<file path="config.mk">
export PLATFORM = sky130hd
export DESIGN_NAME = stepper_serial_port
export DESIGN_NICKNAME = d
export VERILOG_FILES = /design/src/pkg/stepper_pkg.sv /design/src/pkg/pin_sync_if.sv /design/src/hw/stepper_serial_port.sv /design/src/hw/pin_sync.sv
export SDC_FILE = /design/constraint.sdc
export NUM_CORES = 1
export LEC_CHECK = 0
export ABC_AREA = 1
export BUFFER_PORTS_ARGS = -buffer_cell sky130_fd_sc_hd__buf_2
export CAP_MARGIN = 30
export CORE_MARGIN = 3
export CORE_UTILIZATION = 45
export CTS_CLUSTER_DIAMETER = 200
export DETAILED_ROUTE_END_ITERATION = 8
export PLACE_DENSITY_LB_ADDON = 0.2
export SLEW_MARGIN = 0
export SYNTH_ARGS = -nofsm -noshare
export SYNTH_HDL_FRONTEND = slang
export SYNTH_SLANG_ARGS = --single-unit
</file>
<file path="constraint.sdc">
create_clock -name mclk -period 5.06 [get_ports mclk]
set_clock_uncertainty 0.1 [all_clocks]
set_input_delay 0.253 -clock mclk [delete_from_list [all_inputs] [get_ports mclk]]
set_output_delay 0.253 -clock mclk [all_outputs]
set_load 0.02 [all_outputs]
</file>
<file path="src/pkg/stepper_pkg.sv">
// Purpose: Shared constants for the stepper driver serial register port.
// Assumes: Slave side only; link clock is sampled by mclk.
// Notes: Addresses are 5-bit register numbers carried in the command byte.
package stepper_pkg;
  localparam int BYTE_BITS = 8;
  localparam int ADDR_W = 5;
  localparam int OP_BIT = 7;
  localparam int PACKET_BITS = 16;
  localparam int CNT_W = 5;
  localparam int STAT_NUM = 4;
  localparam int PARITY_BIT = 7;
  localparam logic [ADDR_W-1:0] ADDR_STEP_CUR = 5'h01;
  localparam logic [ADDR_W-1:0] ADDR_DRIVE_OPT = 5'h02;
  localparam logic [ADDR_W-1:0] ADDR_PWR_FB = 5'h03;
  localparam logic [ADDR_W-1:0] ADDR_STAT_BASE = 5'h04;
  localparam logic [BYTE_BITS-1:0] CTRL_RESET = 8'h00;
  localparam logic [BYTE_BITS-1:0] STAT_RESET = 8'h00;
  // Field positions, step_and_current_control
  localparam int STEP_RES_MSB = 7;
  localparam int STEP_RES_LSB = 5;
  localparam int PEAK_CUR_MSB = 4;
  localparam int PEAK_CUR_LSB = 0;
  // Field positions, drive_option_control
  localparam int ROT_SENSE_BIT = 7;
  localparam int STEP_POL_BIT = 6;
  localparam int PWM_DBL_BIT = 3;
  localparam int PWM_DITHER_BIT = 2;
  localparam int SLOPE_MSB = 1;
  localparam int SLOPE_LSB = 0;
  // Field positions, power_and_feedback_control
  localparam int OUT_EN_BIT = 7;
  localparam int LP_HOLD_BIT = 6;
  localparam int GAIN_SEL_BIT = 5;
  localparam int PASS_BIT = 4;
  // Synchronised pin vector order
  localparam int PIN_SEL = 0;
  localparam int PIN_SCLK = 1;
  localparam int PIN_SDI = 2;
  localparam int PIN_STEP = 3;
  localparam int PIN_CLR = 4;
  localparam int PIN_NUM = 5;
endpackage : stepper_pkg

</file>
<file path="src/pkg/pin_sync_if.sv">
// Purpose: Carries raw pins to the synchroniser and synced levels back.
// Assumes: One bit per pin, all sampled by mclk.
// Notes: Raw bits are read only by the synchroniser.
`timescale 1ns/1ps
interface pin_sync_if #(parameter int W = 1);
  logic [W-1:0] raw;
  logic [W-1:0] synced;
  modport sync_side (input raw, output synced);
  modport user (output raw, input synced);
endinterface : pin_sync_if

</file>
<file path="src/hw/stepper_serial_port.sv">
// Purpose: Serial slave register port of a stepper motor driver.
// Assumes: mclk at 20 MHz, link clock well below mclk/4.
// Notes: Hard clear pin resets all registers like reset_n, except the pin synchroniser flops, which only reset_n clears.
`timescale 1ns/1ps
module stepper_serial_port (
  input wire logic mclk,                       // System clock
  input wire logic reset_n,                    // Synchronous reset, active low
  input wire logic hard_clear,                 // Hard reset pin, active high
  input wire logic select_n,                   // Link select, active low
  input wire logic link_clk,                   // Link serial clock
  input wire logic serial_data_in,             // Link data from master
  output logic serial_data_out,                // Link data to master
  output logic serial_data_out_en,             // High while driving data out
  input wire logic [31:0] status_evt,          // Four event bytes, same clock
  output logic fault_out_n,                    // Fault flag, active low
  input wire logic step_pulse_in,              // Step pulse pin
  output logic step_advance,                   // One-cycle step advance pulse
  input wire logic bemf_sample_strobe,         // Sample moment of coil voltage
  output logic bemf_track,                     // Load-angle stage tracks input
  output logic [2:0] step_resolution,          // Step mode field
  output logic [4:0] peak_current_code,        // Peak current code
  output logic rotation_sense,                 // Direction of rotation
  output logic step_edge_polarity,             // Step edge select
  output logic pwm_rate_double,                // PWM rate doubling
  output logic pwm_dither,                     // PWM dither
  output logic [1:0] slope_rate,               // Slope rate field
  output logic output_stage_enable,            // Output stage enable
  output logic low_power_hold,                 // Low-power hold
  output logic backemf_gain_select,            // Back-EMF gain select
  output logic backemf_pass_through            // Back-EMF pass-through
);
  // ****************************************************************
  // Pin synchronisation
  // ****************************************************************
  pin_sync_if #(.W(stepper_pkg::PIN_NUM)) pins ();
  // Select enters inverted so the flops' reset value reads as deselected
  assign pins.raw = {hard_clear, step_pulse_in, serial_data_in, link_clk, !select_n};

  pin_sync u_sync (
    .mclk(mclk),
    .reset_n(reset_n),
    .pins(pins)
  );

  wire sel_s = !pins.synced[stepper_pkg::PIN_SEL];  // Back to pin polarity
  wire sclk_s = pins.synced[stepper_pkg::PIN_SCLK];
  wire sdi_s = pins.synced[stepper_pkg::PIN_SDI];
  wire step_s = pins.synced[stepper_pkg::PIN_STEP];
  wire clr_s = pins.synced[stepper_pkg::PIN_CLR];
  wire rst = !reset_n || clr_s;

  // ****************************************************************
  // Edge detection of the sampled link
  // ****************************************************************
  logic sel_d_r;
  logic sclk_d_r;
  logic step_d_r;

  // Delayed copies for edge finding
  always_ff @(posedge mclk) begin
    if (rst) begin
      sel_d_r <= 1'b1;
      sclk_d_r <= 1'b0;
      step_d_r <= 1'b0;
    end else begin
      sel_d_r <= sel_s;
      sclk_d_r <= sclk_s;
      step_d_r <= step_s;
    end
  end

  wire selected = !sel_s;
  wire sel_rise = sel_s && !sel_d_r;
  wire sclk_rise = sclk_s && !sclk_d_r && selected;
  wire sclk_fall = !sclk_s && sclk_d_r && selected;

  // ****************************************************************
  // Receive side
  // ****************************************************************
  logic [stepper_pkg::CNT_W-1:0] cnt_r, cnt_nxt;
  logic [stepper_pkg::BYTE_BITS-1:0] shift_in_r, shift_in_nxt;
  logic [stepper_pkg::ADDR_W-1:0] addr_r;
  logic [stepper_pkg::BYTE_BITS-1:0] wdata_r;
  logic expect_data_r;
  logic wr_ok_r;
  logic clr_pend_r;
  logic long_r;

  // Counter wraps on whole bytes so long polling chains stay byte aligned
  wire cnt_full = (cnt_r == {stepper_pkg::CNT_W{1'b1}});
  assign cnt_nxt = !selected ? '0 :
                   sclk_rise ? cnt_r + 1'b1 : cnt_r;
  // Sticky once the count wraps, so a wrapped count never poses as sixteen
  wire long_nxt = selected && (long_r || (sclk_rise && cnt_full));
  assign shift_in_nxt = !selected ? '0 :
                        sclk_rise ? {shift_in_r[6:0], sdi_s} : shift_in_r;
  wire byte_done = sclk_rise && (cnt_r[2:0] == 3'd7);
  wire [stepper_pkg::BYTE_BITS-1:0] byte_val = {shift_in_r[6:0], sdi_s};
  wire is_write_cmd = byte_val[stepper_pkg::OP_BIT];
  wire [stepper_pkg::ADDR_W-1:0] byte_addr = byte_val[stepper_pkg::ADDR_W-1:0];
  wire byte_is_stat = (byte_addr >= stepper_pkg::ADDR_STAT_BASE) &&
                      (byte_addr < stepper_pkg::ADDR_STAT_BASE + 5'(stepper_pkg::STAT_NUM));

  // Counter and shifter
  always_ff @(posedge mclk) begin
    if (rst) begin
      cnt_r <= '0;
      shift_in_r <= '0;
      long_r <= 1'b0;
    end else begin
      cnt_r <= cnt_nxt;
      shift_in_r <= shift_in_nxt;
      long_r <= long_nxt;
    end
  end

  // Byte decode; a byte after a read is taken as a command
  always_ff @(posedge mclk) begin
    if (rst) begin
      addr_r <= '0;
      wdata_r <= '0;
      expect_data_r <= 1'b0;
      wr_ok_r <= 1'b0;
      clr_pend_r <= 1'b0;
    end else if (!selected) begin
      expect_data_r <= 1'b0;
      wr_ok_r <= 1'b0;
      clr_pend_r <= 1'b0;
    end else if (byte_done && !expect_data_r) begin
      addr_r <= byte_addr;
      expect_data_r <= is_write_cmd;
      wr_ok_r <= 1'b0;
      clr_pend_r <= !is_write_cmd && byte_is_stat;
    end else if (byte_done) begin
      wdata_r <= byte_val;
      expect_data_r <= 1'b0;
      wr_ok_r <= 1'b1;
      clr_pend_r <= 1'b0;
    end else if (sclk_rise) begin
      clr_pend_r <= 1'b0;
    end
  end

  // ****************************************************************
  // Control registers
  // ****************************************************************
  logic [stepper_pkg::BYTE_BITS-1:0] ctrl_r [3];
  // Commit only at select release with exactly sixteen clocks
  // A wrapped count is refused even when its low bits read sixteen
  wire commit = sel_rise && wr_ok_r && !long_r && (cnt_r == 5'(stepper_pkg::PACKET_BITS));
  wire [2:0] ctrl_we;
  assign ctrl_we[0] = commit && (addr_r == stepper_pkg::ADDR_STEP_CUR);
  assign ctrl_we[1] = commit && (addr_r == stepper_pkg::ADDR_DRIVE_OPT);
  assign ctrl_we[2] = commit && (addr_r == stepper_pkg::ADDR_PWR_FB);

  // Other addresses decode no enable, so they stay untouched
  always_ff @(posedge mclk) begin
    for (int i = 0; i < 3; i++) begin
      if (rst) begin
        ctrl_r[i] <= stepper_pkg::CTRL_RESET;
      end else if (ctrl_we[i]) begin
        ctrl_r[i] <= wdata_r;
      end
    end
  end

  assign step_resolution = ctrl_r[0][stepper_pkg::STEP_RES_MSB:stepper_pkg::STEP_RES_LSB];
  assign peak_current_code = ctrl_r[0][stepper_pkg::PEAK_CUR_MSB:stepper_pkg::PEAK_CUR_LSB];
  assign rotation_sense = ctrl_r[1][stepper_pkg::ROT_SENSE_BIT];
  assign step_edge_polarity = ctrl_r[1][stepper_pkg::STEP_POL_BIT];
  assign pwm_rate_double = ctrl_r[1][stepper_pkg::PWM_DBL_BIT];
  assign pwm_dither = ctrl_r[1][stepper_pkg::PWM_DITHER_BIT];
  assign slope_rate = ctrl_r[1][stepper_pkg::SLOPE_MSB:stepper_pkg::SLOPE_LSB];
  assign output_stage_enable = ctrl_r[2][stepper_pkg::OUT_EN_BIT];
  assign low_power_hold = ctrl_r[2][stepper_pkg::LP_HOLD_BIT];
  assign backemf_gain_select = ctrl_r[2][stepper_pkg::GAIN_SEL_BIT];
  assign backemf_pass_through = ctrl_r[2][stepper_pkg::PASS_BIT];

  // ****************************************************************
  // Status registers and fault output
  // ****************************************************************
  logic [stepper_pkg::BYTE_BITS-1:0] stat_r [stepper_pkg::STAT_NUM];
  logic [stepper_pkg::BYTE_BITS-1:0] stat_nxt [stepper_pkg::STAT_NUM];
  logic fault_r;
  wire [stepper_pkg::STAT_NUM-1:0] any_evt;

  // Set wins over clear; frozen while a packet is open
  for (genvar g = 0; g < stepper_pkg::STAT_NUM; g++) begin : g_stat
    wire clr = sel_rise && clr_pend_r && (addr_r == stepper_pkg::ADDR_STAT_BASE + 5'(g));
    assign stat_nxt[g] = !sel_s ? stat_r[g] :
                         ((stat_r[g] & {8{!clr}}) | status_evt[g*8 +: 8]);
    assign any_evt[g] = |stat_nxt[g];
  end

  always_ff @(posedge mclk) begin
    for (int i = 0; i < stepper_pkg::STAT_NUM; i++) begin
      stat_r[i] <= rst ? stepper_pkg::STAT_RESET : stat_nxt[i];
    end
  end

  // Fault follows latched status, held while selected
  always_ff @(posedge mclk) begin
    if (rst) begin
      fault_r <= 1'b0;
    end else if (sel_s) begin
      fault_r <= |any_evt;
    end
  end

  assign fault_out_n = !fault_r;

  // ****************************************************************
  // Transmit side
  // ****************************************************************
  logic [stepper_pkg::BYTE_BITS-1:0] shift_out_r;
  logic [stepper_pkg::BYTE_BITS-1:0] rd_data;
  wire addr_is_stat = (addr_r >= stepper_pkg::ADDR_STAT_BASE) &&
                      (addr_r < stepper_pkg::ADDR_STAT_BASE + 5'(stepper_pkg::STAT_NUM));
  wire [1:0] stat_idx = 2'(addr_r - stepper_pkg::ADDR_STAT_BASE);
  wire [stepper_pkg::BYTE_BITS-1:0] stat_sel = stat_r[stat_idx];
  wire stat_par = ^stat_sel[6:0];

  // Read mux; unmapped addresses return zero
  always_comb begin
    rd_data = '0;
    case (addr_r)
      stepper_pkg::ADDR_STEP_CUR: rd_data = ctrl_r[0];
      stepper_pkg::ADDR_DRIVE_OPT: rd_data = ctrl_r[1];
      stepper_pkg::ADDR_PWR_FB: rd_data = ctrl_r[2];
      default: rd_data = addr_is_stat ? {stat_par, stat_sel[6:0]} : '0;
    endcase
  end

  // Reload only after the bytes ending at counts 8, 16 and 24, not at the wrap to 0, so the first byte can be stale
  wire tx_load = sclk_fall && (cnt_r[2:0] == 3'd0) && (cnt_r != '0);

  always_ff @(posedge mclk) begin
    if (rst) begin
      shift_out_r <= '0;
    end else if (tx_load) begin
      shift_out_r <= rd_data;
    end else if (sclk_fall) begin
      shift_out_r <= {shift_out_r[6:0], 1'b0};
    end
  end

  // Slave only: driver enable follows select, never self-started
  assign serial_data_out = shift_out_r[stepper_pkg::BYTE_BITS-1];
  assign serial_data_out_en = selected;

  // ****************************************************************
  // Step edge and load-angle hold
  // ****************************************************************
  logic step_adv_r;
  wire step_edge = step_edge_polarity ? (!step_s && step_d_r) : (step_s && !step_d_r);

  always_ff @(posedge mclk) begin
    if (rst) begin
      step_adv_r <= 1'b0;
    end else begin
      step_adv_r <= step_edge;
    end
  end

  assign step_advance = step_adv_r;
  assign bemf_track = !backemf_pass_through || bemf_sample_strobe;
endmodule : stepper_serial_port

</file>
<file path="src/hw/pin_sync.sv">
// Purpose: Two-flop synchroniser for pins outside the mclk domain.
// Assumes: Pins change slowly against mclk.
// Notes: First stage feeds only the second stage.
`timescale 1ns/1ps
module pin_sync (
  input wire logic mclk,          // System clock
  input wire logic reset_n,       // Synchronous reset, active low
  pin_sync_if.sync_side pins      // Raw in, synced out
);
  logic [$bits(pins.raw)-1:0] meta_r;
  logic [$bits(pins.raw)-1:0] sync_r;

  // Two stages; first stage may go metastable
  always_ff @(posedge mclk) begin
    if (!reset_n) begin
      meta_r <= '0;
      sync_r <= '0;
    end else begin
      meta_r <= pins.raw;
      sync_r <= meta_r;
    end
  end

  assign pins.synced = sync_r;
endmodule : pin_sync

</file>
# Word level (Yosys, flattened, before mapping)
# Memory sizes are Yosys's and may differ from the RTL's.
# Cells that the tools add are included.
# op_classes
n_addsub,2
order_cmp,4
n_eq_ne,10
mux,32
bitwise,13
reduce_logical,58
# op_table
cell,n
two-way mux 8 bit,14
AND 8 bit,4
OR 8 bit,4
OR reduction 32 bit,1
logical AND 1 bit,27
case mux 8 bit (3 select lines),1
equality test 5 x 3 -> 1 bit (second input constant),4
zero test 1 bit,17
two-way mux 1 bit,17
equality test 5 x 2 -> 1 bit (second input constant),2
equality test 5 bit (second input constant),2
>= comparator 5 x 3 -> 1 bit (second input constant),2
less-than comparator 5 x 4 -> 1 bit (second input constant),2
XOR reduction 7 bit,1
adder 5 x 1 -> 5 bit (second input constant),1
equality test 5 x 1 -> 1 bit (second input constant),1
nonzero test 5 bit,1
nonzero test 2 bit,2
equality test 3 bit (second input constant),1
zero test 3 bit,1
logical OR 1 bit,3
OR 1 bit,3
AND reduction 3 bit,1
nonzero test 3 bit,1
other kinds (5),6
# word_totals
ff_bits,52
ramBits,56
inputBits,40
output_inout_bits,23
elab_cells,137
n_memories,2
# memory_table
name,words,word_bits,rd,rd_clocked_by_memory_dff,wr,line_no,source
stat_r,4,8,5,0,4,stepper_serial_port.sv:182,logic [stepper_pkg::BYTE_BITS-1:0] stat_r [stepper_pkg::STAT_NUM];
ctrl_r,3,8,3,0,3,stepper_serial_port.sv:147,logic [stepper_pkg::BYTE_BITS-1:0] ctrl_r [3];

# Depth between registers and ports, before layout
# logic_depth
word_depth,10
mapped_depth,16
mapped_depth_nobuf,14

# Modules after synthesis
# Synthesis repeated with hierarchy kept, for this count alone.
# hier_totals
hier_cells,674
hier_area_um2,5006.1
# by_module_without_submodules
mod,instances,cells_each,area_per_inst_um2,seq_area_each_um2
stepper_serial_port,1,643,4719.5,2242.2
pin_sync,1,31,286.5,200.2

# Worst setup path before layout
# No wires, ideal clock.
# synth_timing
kind,reg2reg
startpoint,reg u_sync.sync_r[0] (netlist: u_sync.pins.synced[0])
endpoint,"mem ctrl_r[0][0] in the netlist's numbering, enable pin"
setup_time_ps,329
arrival_ps,1283
t_required_ps,4631
path_slack_ps,3349
path_stages_with_launch,7
path_buffers,1
synth_period_minus_slack_ps,1711
path_cell_list,dfxtp_1 -> inv_2 -> buf_2 -> nand2_1 -> nor3_2 -> nand2_1 -> nand2_1
# synth_lines
item,line_no,source
"start, declared",pin_sync.sv:11,logic [$bits(pins.raw)-1:0] sync_r;
"start signal, assigned",pin_sync.sv:20,sync_r <= meta_r;
"end, declared",stepper_serial_port.sv:147,

# Worst setup path after layout
# layout_timing
startpoint,reg u_sync.sync_r[0] (netlist: u_sync.pins.synced[0])
endpoint,reg fault_r
# layout_between
elab_chain_cells,9
word_cells_on_any_way,24
classes_between,mux: 4; bitwise: 8; reduce/logical: 12
# layout_rtl
item,line_no,source
zero test 1 bit,--,
logical AND 1 bit,stepper_serial_port.sv:73,wire sel_rise = sel_s && !sel_d_r;
logical AND 1 bit (2 in a row),stepper_serial_port.sv:189,wire clr = sel_rise && clr_pend_r && (addr_r == stepper_pkg::ADDR_STAT_BASE + 5'(g));
zero test 1 bit,stepper_serial_port.sv:191,((stat_r[g] & {8{!clr}}) | status_evt[g*8 +: 8]);
AND 8 bit,stepper_serial_port.sv:191,
OR 8 bit,stepper_serial_port.sv:191,
two-way mux 8 bit,stepper_serial_port.sv:190,assign stat_nxt[g] = !sel_s ? stat_r[g] :
OR reduction 32 bit,stepper_serial_port.sv:206,fault_r <= |any_evt;
"end signal, assigned",stepper_serial_port.sv:206,
"end, declared",stepper_serial_port.sv:184,logic fault_r;
# Several ways; a longest one is shown, not always the timed one.
# A chain may end at the register's enable or synchronous reset.

==> impl_metrics.ini <==
[routing]
post-route-drc-count = 0
antenna_violating_nets_post_route = 0
vias = 4373
drt_first_iter_violations = 233
wl_per_cell_um = 13.6
routed_wl_um = 11700
vias_per_cell = 5.08
drt_pre_antenna_iters = 5

[cells_and_area]
fin_nets = 764
nFillCells = 1024
mostFrequentLayoutCell = sky130_fd_sc_hd__nand2_1
sequential_cell_area_mm2 = 0.00244
final_cell_mix = sky130_fd_sc_hd__nand2_1 (207), sky130_fd_sc_hd__dfxtp_1 (86), sky130_fd_sc_hd__nor2_1 (85), sky130_fd_sc_hd__inv_1 (64), sky130_fd_sc_hd__buf_2 (62)
post_route_cells_drive_above_1_share_pct = 13.8
total_area_of_multi_input_combinational_cells_mm2 = 0.00211
antenna_cells = 0
syn_to_final_growth_pct = 13.2

[placed_design]
pre_cts_ws_ns = 2.60
portBuffers = 62
final_weighted_congestion_in_routability_driven_placement = 0.859
hpwl_um = 8730

[die]
start_util_pct = 47.1
floorplan.rows = 37
floorplan.die.width_um = 111
die_h_um = 111
top_level_ports = 63
floorplan.core_area_mm2 = 0.0105
floorplan.die_area_mm2 = 0.0123

[synthesis]
ys_seq_area_share_pct = 49.4
synth_cells = 663
yosys_warnings = 0
synth-main-ff-cell = sky130_fd_sc_hd__dfxtp_1
synth.ff_latch_count = 110
async_reset_ff_share_pct = 0
netlist.top_cell.by_area = sky130_fd_sc_hd__dfxtp_1
yosys.area.top_type_share_pct = 34.8
post_synth_cell_types = 37
syn_nets = 707
synth_enable_flop_cells = 24
syn-mean-instance-area_um2 = 7.46
synth.top_cells.by_area = sky130_fd_sc_hd__dfxtp_1 (35%), sky130_fd_sc_hd__nand2_1 (16%), sky130_fd_sc_hd__edfxtp_1 (15%)
syn-cell-area_mm2 = 0.00494

[sta]
period_minus_slack_ns = 2.48
post-route-period-util_pct = 49.0
final-hold-violation-count = 0
setup_slack_ns = 2.58
unrepaired_setup_endpoints_after_global_routing = false
max_slew_headroom_at_the_worst_pin_pct = 46.1
totalNegativeSetupSlack_ns = 0
report.final.setup_viol = 0
transition_time_at_the_pin_with_the_least_slew_margin_ns = 0.808
timing.final.max_slew_violations = 0
max_freq_mhz = 403

[clock_tree]
clk_path_buf_depth = 2
clock_tree.htree_level_count = 3
cts_tree = done
clk_pin_slew_ns = 0.11
post-cts-setup-buffers = 0
numCtsBuffers = 9
cts.sinks = 110
cts_hold_repair.buffers = 5
clkLatencyLatePin_ns = 0.38
clockRootBuffer = sky130_fd_sc_hd__clkbuf_8
ctsResizeCount = 0

[setup_path]
critPathCaptureType = flip-flop
worst_ep_required_time_ns = 5.24
critical_path.startpoint_type = flip-flop
worstSetupStartpoint = u_sync.pins.synced[0]
worstPathArrival_ns = 2.65
timing.rr.start = u_sync.pins.synced[0]
crit_path_max_fanout = 38
crit_type = reg -> reg

[grt]
grt.met1_usage_pct = 27.1
grt_max_degree = 46
grt_util_met2_pct = 29.9
grt_antenna_before_repair = 0
grt.busiest_layer = met2
first_global_vias = 4032
grtUsageMet3_pct = 3.55
grt_use_total_pct = 19.4
grt.overflow.total = 0
first_pass_grt_wire_length_um = 19300

[run_status]
status = completed

[job]
max_cap_violations = 0

[power_and_ir_drop]
ir_worst_vdd_uv = 158
total_leakage_power_nw = 2.62
power_density_mw_per_mm2 = 303

[worst_hold_path]
worstHoldStart = status_evt[4]
min-delay-path-class = in -> reg
state kept, by name (all words and copies together) (netlist names), named ones only:
signal / count
stat_r: 32
ctrl_r: 24
shift_out_r: 8
wdata_r: 8
shift_in_r: 7
addr_r: 5
cnt_r: 5
u_sync.meta_r: 5
u_sync.pins.synced: 5
clr_pend_r: 1
expect_data_r: 1
fault_r: 1
long_r: 1
sclk_d_r: 1
sel_d_r: 1
step_advance: 1
step_d_r: 1
wr_ok_r: 1
logic make-up (layout without fill, tap and decap cells):
logic type                 after synthesis  in the layout  synth area share [%]
and+or+nand+nor                        348            348                  29.5
DFF                                    110            110                  49.4
AOI/OAI and AO/OA                      106            106                  12.1
buffers and inverters                   95            157                  7.97
adders and majority gates                4              4                  1.01
per-layer routing:
layer  wire (µm)  share of wire (%)  vias up
met1        5640                 48     2014
met5           0                  0        -
met4         196                1.7        0
met3         607                5.2       15
met2        5240                 45      106
li1            -                  -     2238
synth_stat cells, types with 2 or more instances:
master	instances
sky130_fd_sc_hd__buf_2	9
sky130_fd_sc_hd__inv_1	64
sky130_fd_sc_hd__a22o_1	6
sky130_fd_sc_hd__a21oi_1	41
sky130_fd_sc_hd__buf_6	2
sky130_fd_sc_hd__nor2_2	2
sky130_fd_sc_hd__dfxtp_1	86
sky130_fd_sc_hd__clkinv_1	2
sky130_fd_sc_hd__nand4_1	2
sky130_fd_sc_hd__nor3_2	2
sky130_fd_sc_hd__a31oi_1	5
sky130_fd_sc_hd__a22oi_1	8
sky130_fd_sc_hd__edfxtp_1	24
sky130_fd_sc_hd__nand2_2	2
sky130_fd_sc_hd__o21ai_0	33
sky130_fd_sc_hd__nand2_1	207
sky130_fd_sc_hd__nor3_1	4
sky130_fd_sc_hd__nor2_1	85
sky130_fd_sc_hd__o2bb2ai_1	2
sky130_fd_sc_hd__nand3_1	36
sky130_fd_sc_hd__clkbuf_1	7
sky130_fd_sc_hd__nand2_4	4
sky130_fd_sc_hd__buf_4	2
sky130_fd_sc_hd__o21ai_1	6
sky130_fd_sc_hd__ha_1	4
sky130_fd_sc_hd__inv_2	7
per-stage QoR:
stage                     instances  cell area [µm²]  hold WS [ns]  total power, mW  utilization (%)
final                           861             5600        0.0383             1.70             53.3
after global routing            861             5600        0.0315             1.78             53.3
after CTS                       861             5600        0.0157             1.71             53.3
after detailed placement        840             5310         0.306             1.11             50.6
after global placement          840             5310         0.304             1.10             50.6
after floorplan                 663             4940         0.225             1.06                -
where the power goes:
part	total, mW	leakage (nW)	switching [mW]	internal (mW)
registers	0.945	0.967	0.0179	0.927
clock network	0.606	0.118	0.314	0.292
logic	0.147	1.54	0.0916	0.0550
critical path, stage by stage, from the launching register on:
cell and delay (ns):
sky130_fd_sc_hd__dfxtp_1 0.34, sky130_fd_sc_hd__inv_2 0.47, sky130_fd_sc_hd__nand3_1 0.33, sky130_fd_sc_hd__nor2_8 0.25, sky130_fd_sc_hd__nand2_4 0.11, sky130_fd_sc_hd__inv_2 0.11, sky130_fd_sc_hd__o21ai_1 0.09, sky130_fd_sc_hd__nor2_1 0.11
sky130_fd_sc_hd__nand2_1 0.07, sky130_fd_sc_hd__nor2_1 0.11, sky130_fd_sc_hd__nand3_1 0.12, sky130_fd_sc_hd__nor2_1 0.12, sky130_fd_sc_hd__nor2_1 0.05
final cells by class:
cell class                      count  area share (%)
Inverter                           73            4.90
Multi-Input combinational cell    458            37.7
Tap cell                          136            3.04
Sequential cell                   110            43.6
Clock buffer                       11            3.11
Timing Repair Buffer               68            6.57
Clock inverter                      5            1.07
worst paths after layout:
path / cells after the start / end / slack, ns
worst max-delay path: 12 / fault_r / 2.58
worst min-delay path: 3 / stat_r[0][4] / 0.04
worst max register to register: 12 / fault_r / 2.58
worst min register to register: 2 / u_sync.pins.synced[0] / 0.33
(Power assumes the default switching activity.)
